$ cat config.mk
export PLATFORM = sky130hd
export DESIGN_NAME = fws_host
export DESIGN_NICKNAME = d
export VERILOG_FILES = /design/src/hdl/fws_cycle.v /design/src/hdl/fws_host.v
export VERILOG_INCLUDE_DIRS = /design/src /design/src/inc
export SDC_FILE = /design/constraint.sdc
export NUM_CORES = 1
export LEC_CHECK = 0
export ABC_CLOCK_PERIOD_IN_PS = 1960
export BUFFER_PORTS_ARGS = -buffer_cell sky130_fd_sc_hd__buf_2
export CAP_MARGIN = 20
export CELL_PAD_IN_SITES_DETAIL_PLACEMENT = 1
export CELL_PAD_IN_SITES_GLOBAL_PLACEMENT = 1
export CORE_ASPECT_RATIO = 1.2
export CORE_MARGIN = 2
export CORE_UTILIZATION = 41
export DETAILED_ROUTE_END_ITERATION = 10
export HOLD_SLACK_MARGIN = 0.15
export PLACE_DENSITY = 0.72
export SYNTH_ARGS = -nofsm -noshare
export SYNTH_HDL_FRONTEND = slang
export SYNTH_SLANG_ARGS = --single-unit
$ cat constraint.sdc
create_clock -name clk_sys_i -period 1.96 [get_ports clk_sys_i]
set_input_delay 0 -clock clk_sys_i [delete_from_list [all_inputs] [get_ports clk_sys_i]]
set_output_delay 0 -clock clk_sys_i [all_outputs]
set_load 0.05 [all_outputs]
$ cat src/inc/fws_defines.vh
`ifndef FWS_DEFINES_VH
`define FWS_DEFINES_VH

// ------------------------------------------------------------
// register indices on the software port
// ------------------------------------------------------------
`define FWS_REG_CTRL     4'h0
`define FWS_REG_ADDR     4'h1
`define FWS_REG_WDATA    4'h2
`define FWS_REG_RDATA    4'h3
`define FWS_REG_IRQ_STS  4'h4
`define FWS_REG_IRQ_MASK 4'h5
`define FWS_REG_LAST     4'h6

// ------------------------------------------------------------
// control register fields
// ------------------------------------------------------------
`define FWS_CTRL_OP_LSB  0
`define FWS_CTRL_OP_MSB  2
`define FWS_CTRL_ABORT   3
`define FWS_CTRL_IGN_WIN 4
`define FWS_CTRL_BUSY    8
`define FWS_CTRL_RST     32'h0000_0000

// operation codes written to the control register
`define FWS_OP_NONE      3'h0
`define FWS_OP_READ      3'h1
`define FWS_OP_WRITE     3'h2
`define FWS_OP_POLL      3'h3
`define FWS_OP_ADD_SEC   3'h4
`define FWS_OP_RESET     3'h5

// ------------------------------------------------------------
// interrupt status bits
// ------------------------------------------------------------
`define FWS_IRQ_DONE     0
`define FWS_IRQ_FAIL     1
`define FWS_IRQ_REJECT   2
`define FWS_IRQ_ABORT    3
`define FWS_IRQ_W        4
`define FWS_IRQ_RST      4'h0

// ------------------------------------------------------------
// status byte bit positions on the flash data bus
// ------------------------------------------------------------
`define FWS_POLL_STATUS_BIT   7
`define FWS_TOGGLE_STATUS_BIT 6
`define FWS_TIMEOUT_FAIL_BIT  5
`define FWS_ERASE_WINDOW_BIT  3
`define FWS_SECTOR_TOGGLE_BIT 2

// flash command bytes
`define FWS_CMD_RESET    8'hF0
`define FWS_CMD_SEC_ERASE 8'h30

// ------------------------------------------------------------
// bus cycle timing
// ------------------------------------------------------------
`define FWS_CLK_NS       40
`define FWS_T_ACC_NS     70
`define FWS_T_OEH_NS     10
`define FWS_T_WP_NS      45
`define FWS_CEIL_CYC(ns) (((ns) + `FWS_CLK_NS - 1) / `FWS_CLK_NS)
`define FWS_RD_CYC       `FWS_CEIL_CYC(`FWS_T_ACC_NS)
`define FWS_WR_CYC       `FWS_CEIL_CYC(`FWS_T_WP_NS)
`define FWS_GAP_CYC      `FWS_CEIL_CYC(`FWS_T_OEH_NS)

`endif

$ cat src/hdl/fws_cycle.v
`include "fws_defines.vh"

// one read or write cycle on the parallel flash pins
module fws_cycle
#(
  parameter       AW      = 19,
  parameter [31:0] RD_CYC  = `FWS_RD_CYC,
  parameter [31:0] WR_CYC  = `FWS_WR_CYC,
  parameter [31:0] GAP_CYC = `FWS_GAP_CYC
)
(
  input  wire          clk_sys_i,
  input  wire          nrst_i,
  input  wire          start_i,
  input  wire          wr_i,
  input  wire [AW-1:0] addr_i,
  input  wire [7:0]    wdata_i,
  output reg           done_o,
  output reg  [7:0]    rdata_o,
  output reg  [AW-1:0] fl_addr_o,
  input  wire [7:0]    fl_dq_i,
  output reg  [7:0]    fl_dq_o,
  output reg           fl_dq_oe_n_o,
  output reg           fl_ce_n_o,
  output reg           fl_oe_n_o,
  output reg           fl_we_n_o
);

  localparam [3:0] ST_IDLE = 4'b0001;
  localparam [3:0] ST_SET  = 4'b0010;
  localparam [3:0] ST_STB  = 4'b0100;
  localparam [3:0] ST_GAP  = 4'b1000;

  reg [3:0] state_r;
  reg [3:0] cnt_r;
  reg       wr_r;

  // ------------------------------------------------------------
  // cycle sequencer
  // ------------------------------------------------------------
  // address and chip enable settle one clock before the strobe falls;
  // strobes then rise together with chip enable, and a gap of at least
  // the output enable hold time follows so toggle reads stay distinct
  always @(posedge clk_sys_i or negedge nrst_i)
  begin
    if (!nrst_i)
    begin
      state_r      <= ST_IDLE;
      cnt_r        <= 4'h0;
      wr_r         <= 1'b0;
      done_o       <= 1'b0;
      rdata_o      <= 8'h00;
      fl_addr_o    <= {AW{1'b0}};
      fl_dq_o      <= 8'h00;
      fl_dq_oe_n_o <= 1'b1;
      fl_ce_n_o    <= 1'b1;
      fl_oe_n_o    <= 1'b1;
      fl_we_n_o    <= 1'b1;
    end
    else
    begin
      done_o <= 1'b0;
      case (state_r)
        ST_IDLE:
        begin
          if (start_i)
          begin
            wr_r         <= wr_i;
            fl_addr_o    <= addr_i;
            fl_dq_o      <= wdata_i;
            fl_dq_oe_n_o <= ~wr_i;   // drive data only for writes
            fl_ce_n_o    <= 1'b0;
            state_r      <= ST_SET;
          end
        end
        ST_SET:
        begin
          fl_we_n_o <= ~wr_r;
          fl_oe_n_o <= wr_r;
          cnt_r     <= wr_r ? WR_CYC[3:0] : RD_CYC[3:0];  // counts fit four bits
          state_r   <= ST_STB;
        end
        ST_STB:
        begin
          if (cnt_r <= 4'h1)
          begin
            fl_we_n_o <= 1'b1;
            fl_oe_n_o <= 1'b1;
            fl_ce_n_o <= 1'b1;
            if (!wr_r)
              rdata_o <= fl_dq_i;  // sampled at the last strobe edge
            cnt_r   <= GAP_CYC[3:0];
            state_r <= ST_GAP;
          end
          else
            cnt_r <= cnt_r - 4'h1;
        end
        ST_GAP:
        begin
          if (cnt_r <= 4'h1)
          begin
            fl_dq_oe_n_o <= 1'b1;
            done_o       <= 1'b1;
            state_r      <= ST_IDLE;
          end
          else
            cnt_r <= cnt_r - 4'h1;
        end
        default:
          state_r <= ST_IDLE;
      endcase
    end
  end

endmodule

$ cat src/hdl/fws_host.v
// ------------------------------------------------------------
// ------------------------------------------------------------
`include "fws_defines.vh"

module fws_host
#(
  parameter AW = 19
)
(
  input  wire          clk_sys_i,
  input  wire          nrst_i,
  input  wire [3:0]    reg_addr_i,
  input  wire [31:0]   reg_wdata_i,
  input  wire          reg_wr_i,
  input  wire          reg_rd_i,
  output reg  [31:0]   reg_rdata_o,
  output reg           irq_o,
  output wire [AW-1:0] fl_addr_o,
  input  wire [7:0]    fl_dq_i,
  output wire [7:0]    fl_dq_o,
  output wire          fl_dq_oe_n_o,
  output wire          fl_ce_n_o,
  output wire          fl_oe_n_o,
  output wire          fl_we_n_o
);

  // ------------------------------------------------------------
  // sequencer states
  // ------------------------------------------------------------
  localparam [9:0] S_IDLE = 10'b00_0000_0001;
  localparam [9:0] S_ONE  = 10'b00_0000_0010;  // single read or write
  localparam [9:0] S_P1   = 10'b00_0000_0100;  // first status read
  localparam [9:0] S_P2   = 10'b00_0000_1000;  // compare reads
  localparam [9:0] S_R1   = 10'b00_0001_0000;  // recheck, first read
  localparam [9:0] S_R2   = 10'b00_0010_0000;  // recheck, second read
  localparam [9:0] S_RST  = 10'b00_0100_0000;  // reset command write
  localparam [9:0] S_WB   = 10'b00_1000_0000;  // window check before
  localparam [9:0] S_WC   = 10'b01_0000_0000;  // added sector erase write
  localparam [9:0] S_WA   = 10'b10_0000_0000;  // window check after

  reg [9:0]    state_r;
  reg          wait_r;
  reg          cyc_start_r;
  reg          cyc_wr_r;
  reg [7:0]    cyc_wdata_r;
  reg [AW-1:0] cyc_addr_r;
  reg [2:0]    op_r;
  reg          ign_win_r;
  reg          abort_r;
  reg [AW-1:0] addr_r;
  reg [7:0]    wdata_r;
  reg [7:0]    rdata_r;
  reg [7:0]    prev_r;
  reg [7:0]    last_r;
  reg [`FWS_IRQ_W-1:0] sts_r;
  reg [`FWS_IRQ_W-1:0] sts_set;
  reg [`FWS_IRQ_W-1:0] mask_r;

  wire       cyc_done;
  wire [7:0] cyc_rdata;

  wire ctrl_wr = reg_wr_i && (reg_addr_i == `FWS_REG_CTRL);
  wire [2:0] op_req = reg_wdata_i[`FWS_CTRL_OP_MSB:`FWS_CTRL_OP_LSB];
  wire busy = (state_r != S_IDLE);

  // two status reads differ in the toggle status bit
  function toggled;
    input [7:0] a;
    input [7:0] b;
    begin
      toggled = a[`FWS_TOGGLE_STATUS_BIT] ^ b[`FWS_TOGGLE_STATUS_BIT];
    end
  endfunction

  // ------------------------------------------------------------
  // flash bus cycle engine
  // ------------------------------------------------------------
  fws_cycle #(
    .AW (AW)
  ) u_cycle (
    .clk_sys_i    (clk_sys_i),
    .nrst_i       (nrst_i),
    .start_i      (cyc_start_r),
    .wr_i         (cyc_wr_r),
    .addr_i       (cyc_addr_r),
    .wdata_i      (cyc_wdata_r),
    .done_o       (cyc_done),
    .rdata_o      (cyc_rdata),
    .fl_addr_o    (fl_addr_o),
    .fl_dq_i      (fl_dq_i),
    .fl_dq_o      (fl_dq_o),
    .fl_dq_oe_n_o (fl_dq_oe_n_o),
    .fl_ce_n_o    (fl_ce_n_o),
    .fl_oe_n_o    (fl_oe_n_o),
    .fl_we_n_o    (fl_we_n_o)
  );

  // ------------------------------------------------------------
  // operation sequencer
  // ------------------------------------------------------------
  // each state but S_IDLE launches one bus cycle whenever wait_r is low and
  // acts when the engine reports it done; status reads use the programmed
  // address so poll and sector toggle bits are meaningful as well
  always @(posedge clk_sys_i or negedge nrst_i)
  begin
    if (!nrst_i)
    begin
      state_r     <= S_IDLE;
      wait_r      <= 1'b0;
      cyc_start_r <= 1'b0;
      cyc_wr_r    <= 1'b0;
      cyc_wdata_r <= 8'h00;
      cyc_addr_r  <= {AW{1'b0}};
      op_r        <= `FWS_OP_NONE;
      ign_win_r   <= 1'b0;
      abort_r     <= 1'b0;
      rdata_r     <= 8'h00;
      prev_r      <= 8'h00;
      last_r      <= 8'h00;
      sts_set     <= {`FWS_IRQ_W{1'b0}};
    end
    else
    begin
      cyc_start_r <= 1'b0;
      sts_set     <= {`FWS_IRQ_W{1'b0}};
      // abort request is held until the poll loop can act on it
      if (ctrl_wr && reg_wdata_i[`FWS_CTRL_ABORT] && busy)
        abort_r <= 1'b1;
      if (!wait_r && state_r != S_IDLE)
      begin
        wait_r      <= 1'b1;
        cyc_start_r <= 1'b1;
        cyc_addr_r  <= addr_r;
        cyc_wr_r    <= (state_r == S_RST) || (state_r == S_WC) ||
                       (state_r == S_ONE && op_r == `FWS_OP_WRITE);
        cyc_wdata_r <= (state_r == S_RST) ? `FWS_CMD_RESET :
                       (state_r == S_WC)  ? `FWS_CMD_SEC_ERASE : wdata_r;
      end
      case (state_r)
        S_IDLE:
        begin
          abort_r <= 1'b0;
          wait_r  <= 1'b0;
          if (ctrl_wr && op_req != `FWS_OP_NONE)
          begin
            op_r      <= op_req;
            ign_win_r <= reg_wdata_i[`FWS_CTRL_IGN_WIN];
            case (op_req)
              `FWS_OP_READ, `FWS_OP_WRITE: state_r <= S_ONE;
              `FWS_OP_POLL:                state_r <= S_P1;
              `FWS_OP_RESET:               state_r <= S_RST;
              `FWS_OP_ADD_SEC:
                state_r <= reg_wdata_i[`FWS_CTRL_IGN_WIN] ? S_WC : S_WB;
              default:                     state_r <= S_IDLE;
            endcase
          end
        end
        S_ONE:
        begin
          if (cyc_done)
          begin
            wait_r  <= 1'b0;
            rdata_r <= cyc_rdata;
            sts_set[`FWS_IRQ_DONE] <= 1'b1;
            state_r <= S_IDLE;
          end
        end
        S_P1:
        begin
          if (cyc_done)
          begin
            wait_r  <= 1'b0;
            prev_r  <= cyc_rdata;
            last_r  <= cyc_rdata;
            state_r <= S_P2;
          end
        end
        S_P2:
        begin
          if (cyc_done)
          begin
            wait_r  <= 1'b0;
            prev_r  <= cyc_rdata;
            last_r  <= cyc_rdata;
            if (!toggled(prev_r, cyc_rdata))
            begin
              // stable bit: finished, array data follows on next read
              sts_set[`FWS_IRQ_DONE] <= 1'b1;
              state_r <= S_IDLE;
            end
            else if (cyc_rdata[`FWS_TIMEOUT_FAIL_BIT])
              state_r <= S_R1;
            else if (abort_r)
            begin
              // leaving the loop drops history; a new poll starts over
              sts_set[`FWS_IRQ_ABORT] <= 1'b1;
              state_r <= S_IDLE;
            end
          end
        end
        S_R1:
        begin
          if (cyc_done)
          begin
            wait_r  <= 1'b0;
            prev_r  <= cyc_rdata;
            last_r  <= cyc_rdata;
            state_r <= S_R2;
          end
        end
        S_R2:
        begin
          if (cyc_done)
          begin
            wait_r <= 1'b0;
            last_r <= cyc_rdata;
            if (toggled(prev_r, cyc_rdata))
              state_r <= S_RST;
            else
            begin
              // bit stopped just as the timeout bit rose: success
              sts_set[`FWS_IRQ_DONE] <= 1'b1;
              state_r <= S_IDLE;
            end
          end
        end
        S_RST:
        begin
          if (cyc_done)
          begin
            wait_r <= 1'b0;
            sts_set[`FWS_IRQ_DONE] <= 1'b1;
            if (op_r == `FWS_OP_POLL)
              sts_set[`FWS_IRQ_FAIL] <= 1'b1;
            state_r <= S_IDLE;
          end
        end
        S_WB:
        begin
          if (cyc_done)
          begin
            wait_r <= 1'b0;
            last_r <= cyc_rdata;
            if (cyc_rdata[`FWS_ERASE_WINDOW_BIT])
            begin
              // window closed: the device would ignore the command
              sts_set[`FWS_IRQ_REJECT] <= 1'b1;
              sts_set[`FWS_IRQ_DONE]   <= 1'b1;
              state_r <= S_IDLE;
            end
            else
              state_r <= S_WC;
          end
        end
        S_WC:
        begin
          if (cyc_done)
          begin
            wait_r  <= 1'b0;
            state_r <= ign_win_r ? S_IDLE : S_WA;
            if (ign_win_r)
              sts_set[`FWS_IRQ_DONE] <= 1'b1;
          end
        end
        S_WA:
        begin
          if (cyc_done)
          begin
            wait_r <= 1'b0;
            last_r <= cyc_rdata;
            if (cyc_rdata[`FWS_ERASE_WINDOW_BIT])
              sts_set[`FWS_IRQ_REJECT] <= 1'b1;
            sts_set[`FWS_IRQ_DONE] <= 1'b1;
            state_r <= S_IDLE;
          end
        end
        default:
          state_r <= S_IDLE;
      endcase
    end
  end

  // ------------------------------------------------------------
  // software registers
  // ------------------------------------------------------------
  // address and data may be rewritten only while idle, so a cycle in
  // flight never sees them change underneath it
  always @(posedge clk_sys_i or negedge nrst_i)
  begin
    if (!nrst_i)
    begin
      addr_r  <= {AW{1'b0}};
      wdata_r <= 8'h00;
      mask_r  <= `FWS_IRQ_RST;
    end
    else if (reg_wr_i)
    begin
      if (reg_addr_i == `FWS_REG_ADDR && !busy)
        addr_r <= reg_wdata_i[AW-1:0];
      if (reg_addr_i == `FWS_REG_WDATA && !busy)
        wdata_r <= reg_wdata_i[7:0];
      if (reg_addr_i == `FWS_REG_IRQ_MASK)
        mask_r <= reg_wdata_i[`FWS_IRQ_W-1:0];
    end
  end

  // sticky status, write one to clear; a new event wins over the clear
  always @(posedge clk_sys_i or negedge nrst_i)
  begin
    if (!nrst_i)
      sts_r <= `FWS_IRQ_RST;
    else if (reg_wr_i && reg_addr_i == `FWS_REG_IRQ_STS)
      sts_r <= (sts_r & ~reg_wdata_i[`FWS_IRQ_W-1:0]) | sts_set;
    else
      sts_r <= sts_r | sts_set;
  end

  // level interrupt, one clock behind the status bits
  always @(posedge clk_sys_i or negedge nrst_i)
  begin
    if (!nrst_i)
      irq_o <= 1'b0;
    else
      irq_o <= |(sts_r & mask_r);
  end

  // read data stands only in the cycle after the read strobe
  always @(posedge clk_sys_i or negedge nrst_i)
  begin
    if (!nrst_i)
      reg_rdata_o <= 32'h0000_0000;
    else if (reg_rd_i)
    begin
      case (reg_addr_i)
        `FWS_REG_CTRL:
          reg_rdata_o <= {23'h00_0000, busy, 3'h0, ign_win_r, abort_r, op_r};
        `FWS_REG_ADDR:     reg_rdata_o <= {{(32-AW){1'b0}}, addr_r};
        `FWS_REG_WDATA:    reg_rdata_o <= {24'h00_0000, wdata_r};
        `FWS_REG_RDATA:    reg_rdata_o <= {24'h00_0000, rdata_r};
        `FWS_REG_IRQ_STS:  reg_rdata_o <= {{(32-`FWS_IRQ_W){1'b0}}, sts_r};
        `FWS_REG_IRQ_MASK: reg_rdata_o <= {{(32-`FWS_IRQ_W){1'b0}}, mask_r};
        `FWS_REG_LAST:     reg_rdata_o <= {16'h0000, prev_r, last_r};
        default:           reg_rdata_o <= 32'h0000_0000;
      endcase
    end
    else
      reg_rdata_o <= 32'h0000_0000;
  end

endmodule

==> flow_summary.json <==
{
  "vias_per_cell": 5.51,
  "clock.fmax_mhz": 481,
  "postSynthCellCount": 675,
  "buffer_ports.inserted": 85,
  "post_synthesis_share_of_cell_area_spent_on_xor_and_xnor_gates_pct": 0.769,
  "num_rows": 55,
  "finalClockSkew_ps": 12.6,
  "seqPwrFrac_pct": 37.2,
  "antenna_found_initial": 0,
  "worst_setup_hold_path_clk_slew_ps": 80,
  "clock_latency_ps": 440,
  "cts.sink_count": 177,
  "switchingPower_w": 0.00603,
  "timing.reg2reg.worst_path_depth": 6,
  "yosys.cell_types.count": 73,
  "final_max_slew_viol_count": 0,
  "layout_min_cycle_time_ps": 2080,
  "max_cap_viol_count": 0,
  "largest_family_of_logic_cells_by_synthesized_area": "multiplexers",
  "worst_setup_path_end_kind": "flip-flop",
  "max_slew.worst_pin.slew_ps": 713,
  "critical_setup_path_class": "reg -> reg",
  "tritoncts": "built",
  "run_status": "complete, but fails checks",
  "antenna_violating_nets_post_route": 0,
  "syn-cell-area_sq_um": 7970,
  "timing.setup.tns_ps": -2150,
  "detailedPlacementHpwl_microns": 17000,
  "synth_enable_flop_cells": 0,
  "floorplan.die.height_microns": 157,
  "via_count_of_the_first_global_routing_pass": 6796,
  "area_share_of_and_or_nand_nor_cells_after_synthesis_pct": 14.3,
  "yosysWarningCount": 0,
  "register_area_share_after_synthesis_pct": 55.7,
  "launching_point_of_the_worst_reg2reg_path": "state_r[7]$_DFFE_PN0P_",
  "hold_path_startpoint": "reg_wr_i",
  "layout-area-overhead-vs-synth_pct": 32.9,
  "grt_setup_unrepaired": "yes",
  "synth_compound_area_share_pct": 9.97,
  "antenna_cells": 0,
  "dp_slack_ps": -250,
  "mostFrequentLayoutCells": "dfrtp_1, mux2_2, buf_2, nand2_1, buf_4",
  "sequential_cell_area_sq_um": 4440,
  "setup_viol": 42,
  "post-route-cell-area_sq_um": 10600,
  "dr_total_vias": 6303,
  "power.share.clock_pct": 22.5,
  "cts_buffers": 17,
  "overflow": 0,
  "timing.final.hold_violations": 0,
  "drcViolationCount": 0,
  "detail_route.iter0.violations": 346,
  "timing.critical_path.from": "state_r[7]$_DFFE_PN0P_",
  "cts.path.max_buffers": 2,
  "gr-usage-all-layers_pct": 24.9,
  "p_leak_nw": 5.08,
  "ys_async_sr_fraction_pct": 100,
  "synth_adder_area_share_pct": 0.314,
  "number_of_placed_i_o_pins": 112,
  "worst_ep_required_time_ps": 2270,
  "max-vdd-ir-drop_uv": 707,
  "floorplan.die_area_sq_um": 20600,
  "starting_density_of_the_core_pct": 42.0,
  "grt_start_max_net_pins": 63,
  "num-fill-cells": 2003,
  "multi_input_comb_area_sq_um": 3500,
  "avgRoutedWirePerCell_microns": 22.4,
  "maxSlewHeadroom_pct": 51.7,
  "critPathLaunchType": "flip-flop",
  "setup_ws_ps": -119,
  "post_synthesis_sequential_element_count": 177,
  "final_common_cell": "dfrtp_1",
  "fin_nets": 925,
  "post-route-period-util_pct": 106,
  "sw_frac_of_total_pct": 39.4,
  "core_area_sq_um": 19000,
  "hold-path-cell-count": 4,
  "first_pass_iters": 5,
  "critical_path_arrival_ps": 2390,
  "drive_above_1_share_pct": 42.3,
  "p_int_w": 0.00926,
  "routed_wirelength_microns": 25600,
  "cts-root-buf": "clkbuf_16",
  "htree_levels": 4,
  "violations": "setup timing",
  "synth.avg_cell_area_sq_um": 11.8,
  "p_per_area_nw_per_um2": 1440,
  "critPathMaxFanout": 5,
  "die_width_microns": 131,
  "min-delay-path-class": "in -> reg",
  "synth.mux.area_fraction_pct": 14.7,
  "place_area_sq_um": 9010,
  "comb_power_share_pct": 40.4,
  "grt_first_pass_wirelength_microns": 39000,
  "synth_ff_type": "dfrtp_1",
  "gp_congestion": 0.914
}
[cell families (layout without fill, tap and decap cells)]
group	count (synthesis)	count (layout)
xor gates and xnor gates	7	7
and+or+nand+nor	222	222
buffers and inverters	60	260
other	1	13
adders and majority gates	2	2
AOI/OAI and AO/OA	105	105
DFF	177	177
muxes	101	101
[per-stage QoR]
stage          util, %  hold WS (ps)  total power, W  instances
6_report          55.8           173          0.0153       1143
5_1_grt           55.8           169          0.0160       1143
4_1_cts           53.7          90.2          0.0145       1124
3_5_place_dp      47.5          15.8          0.0107       1044
3_3_place_gp      47.5          9.50          0.0105       1044
2_1_floorplan        -          -296         0.00886        687
[area by class of cell]
cell class,count,area share [%]
inverters,12,0.425
flip-flops and latches,177,42.0
repair buffers,217,16.0
well taps,256,3.02
clock buffers,22,4.67
multi-input cells,450,33.0
clock inverters,9,0.910
[worst paths after layout]
path | to | slack, ps
max | addr_r[2]$_DFFE_PN0P_ | -120
min | addr_r[8]$_DFFE_PN0P_ | 170
max reg2reg | addr_r[2]$_DFFE_PN0P_ | -120
min reg2reg | sts_r[3]$_DFF_PN0_ | 450
max in group asynchronous | reg_rdata_o[13]$_DFF_PN0_ | 550
min in group asynchronous | addr_r[7]$_DFFE_PN0P_ | 640
[power groups by stage]
stage	Sequential (W)	Combinational [W]	Clock, W
floorplan	0.00617	0.00269	0
global placement	0.00560	0.00494	0
detailed placement	0.00566	0.00508	0
CTS	0.00562	0.00541	0.00345
global route	0.00580	0.00661	0.00363
finish	0.00568	0.00617	0.00343
[registers in the layout, summed over array words and instances (netlist names), 8 cells and up]
register and count:
rdata_r 8, u_cycle.fl_addr_o 19, prev_r 8, u_cycle.fl_dq_o 8
cyc_wdata_r 8, cyc_addr_r 19, u_cycle.rdata_o 8, last_r 8
wdata_r 8, state_r 10, addr_r 19, reg_rdata_o 19
[synth_stat cells, drive strengths merged (5+ instances only)]
library cell  number  area [sq um]
dfrtp            171          4280
mux2              95          1100
nand2             83           312
buf               37           250
nor2              37           146
nand3             21           115
nor3              21           105
o21ai             18           113
a21oi             15          97.6
a22oi             12          90.1
inv               12          45.0
clkbuf            11          41.3
nand2b            11          68.8
a22o              10          87.6
nor4               9          98.8
a31oi              7          43.8
and3               7          48.8
dfstp              6           158
nand4b             6          52.6
mux2i              5          50.1
nor2b              5          31.3
or3                5          31.3
xor2               5          43.8
[worst max-delay path: stages, from the launching register on]
cell and delay (ps):
dfrtp_2 450, nor4_4 390, and4_1 270, buf_6 150, nand3_4 120, bufbuf_16 300
mux2_2 270
[what timing repair did]
item | 4_1_cts | 5_1_grt
hold buffers | 35 | 1
endpoints found under the hold margin | 234 | 1
gates cloned | 2 | 1
pin swaps | 6 | 20
endpoints found under the setup margin | 66 | 99
buffers inserted | 12 | 17
gates resized for setup | 18 | 57
[per-layer routing]
metal  GRT usage [%]  vias up  part of all wire (%)
met5               0        -                     0
met4            11.7        0                   3.7
met3            4.96       61                   3.5
met2            45.3      166                    54
met1            28.4     3269                    39
li1                -     2807                     -
No activity file was read; power rests on OpenSTA's default activity.
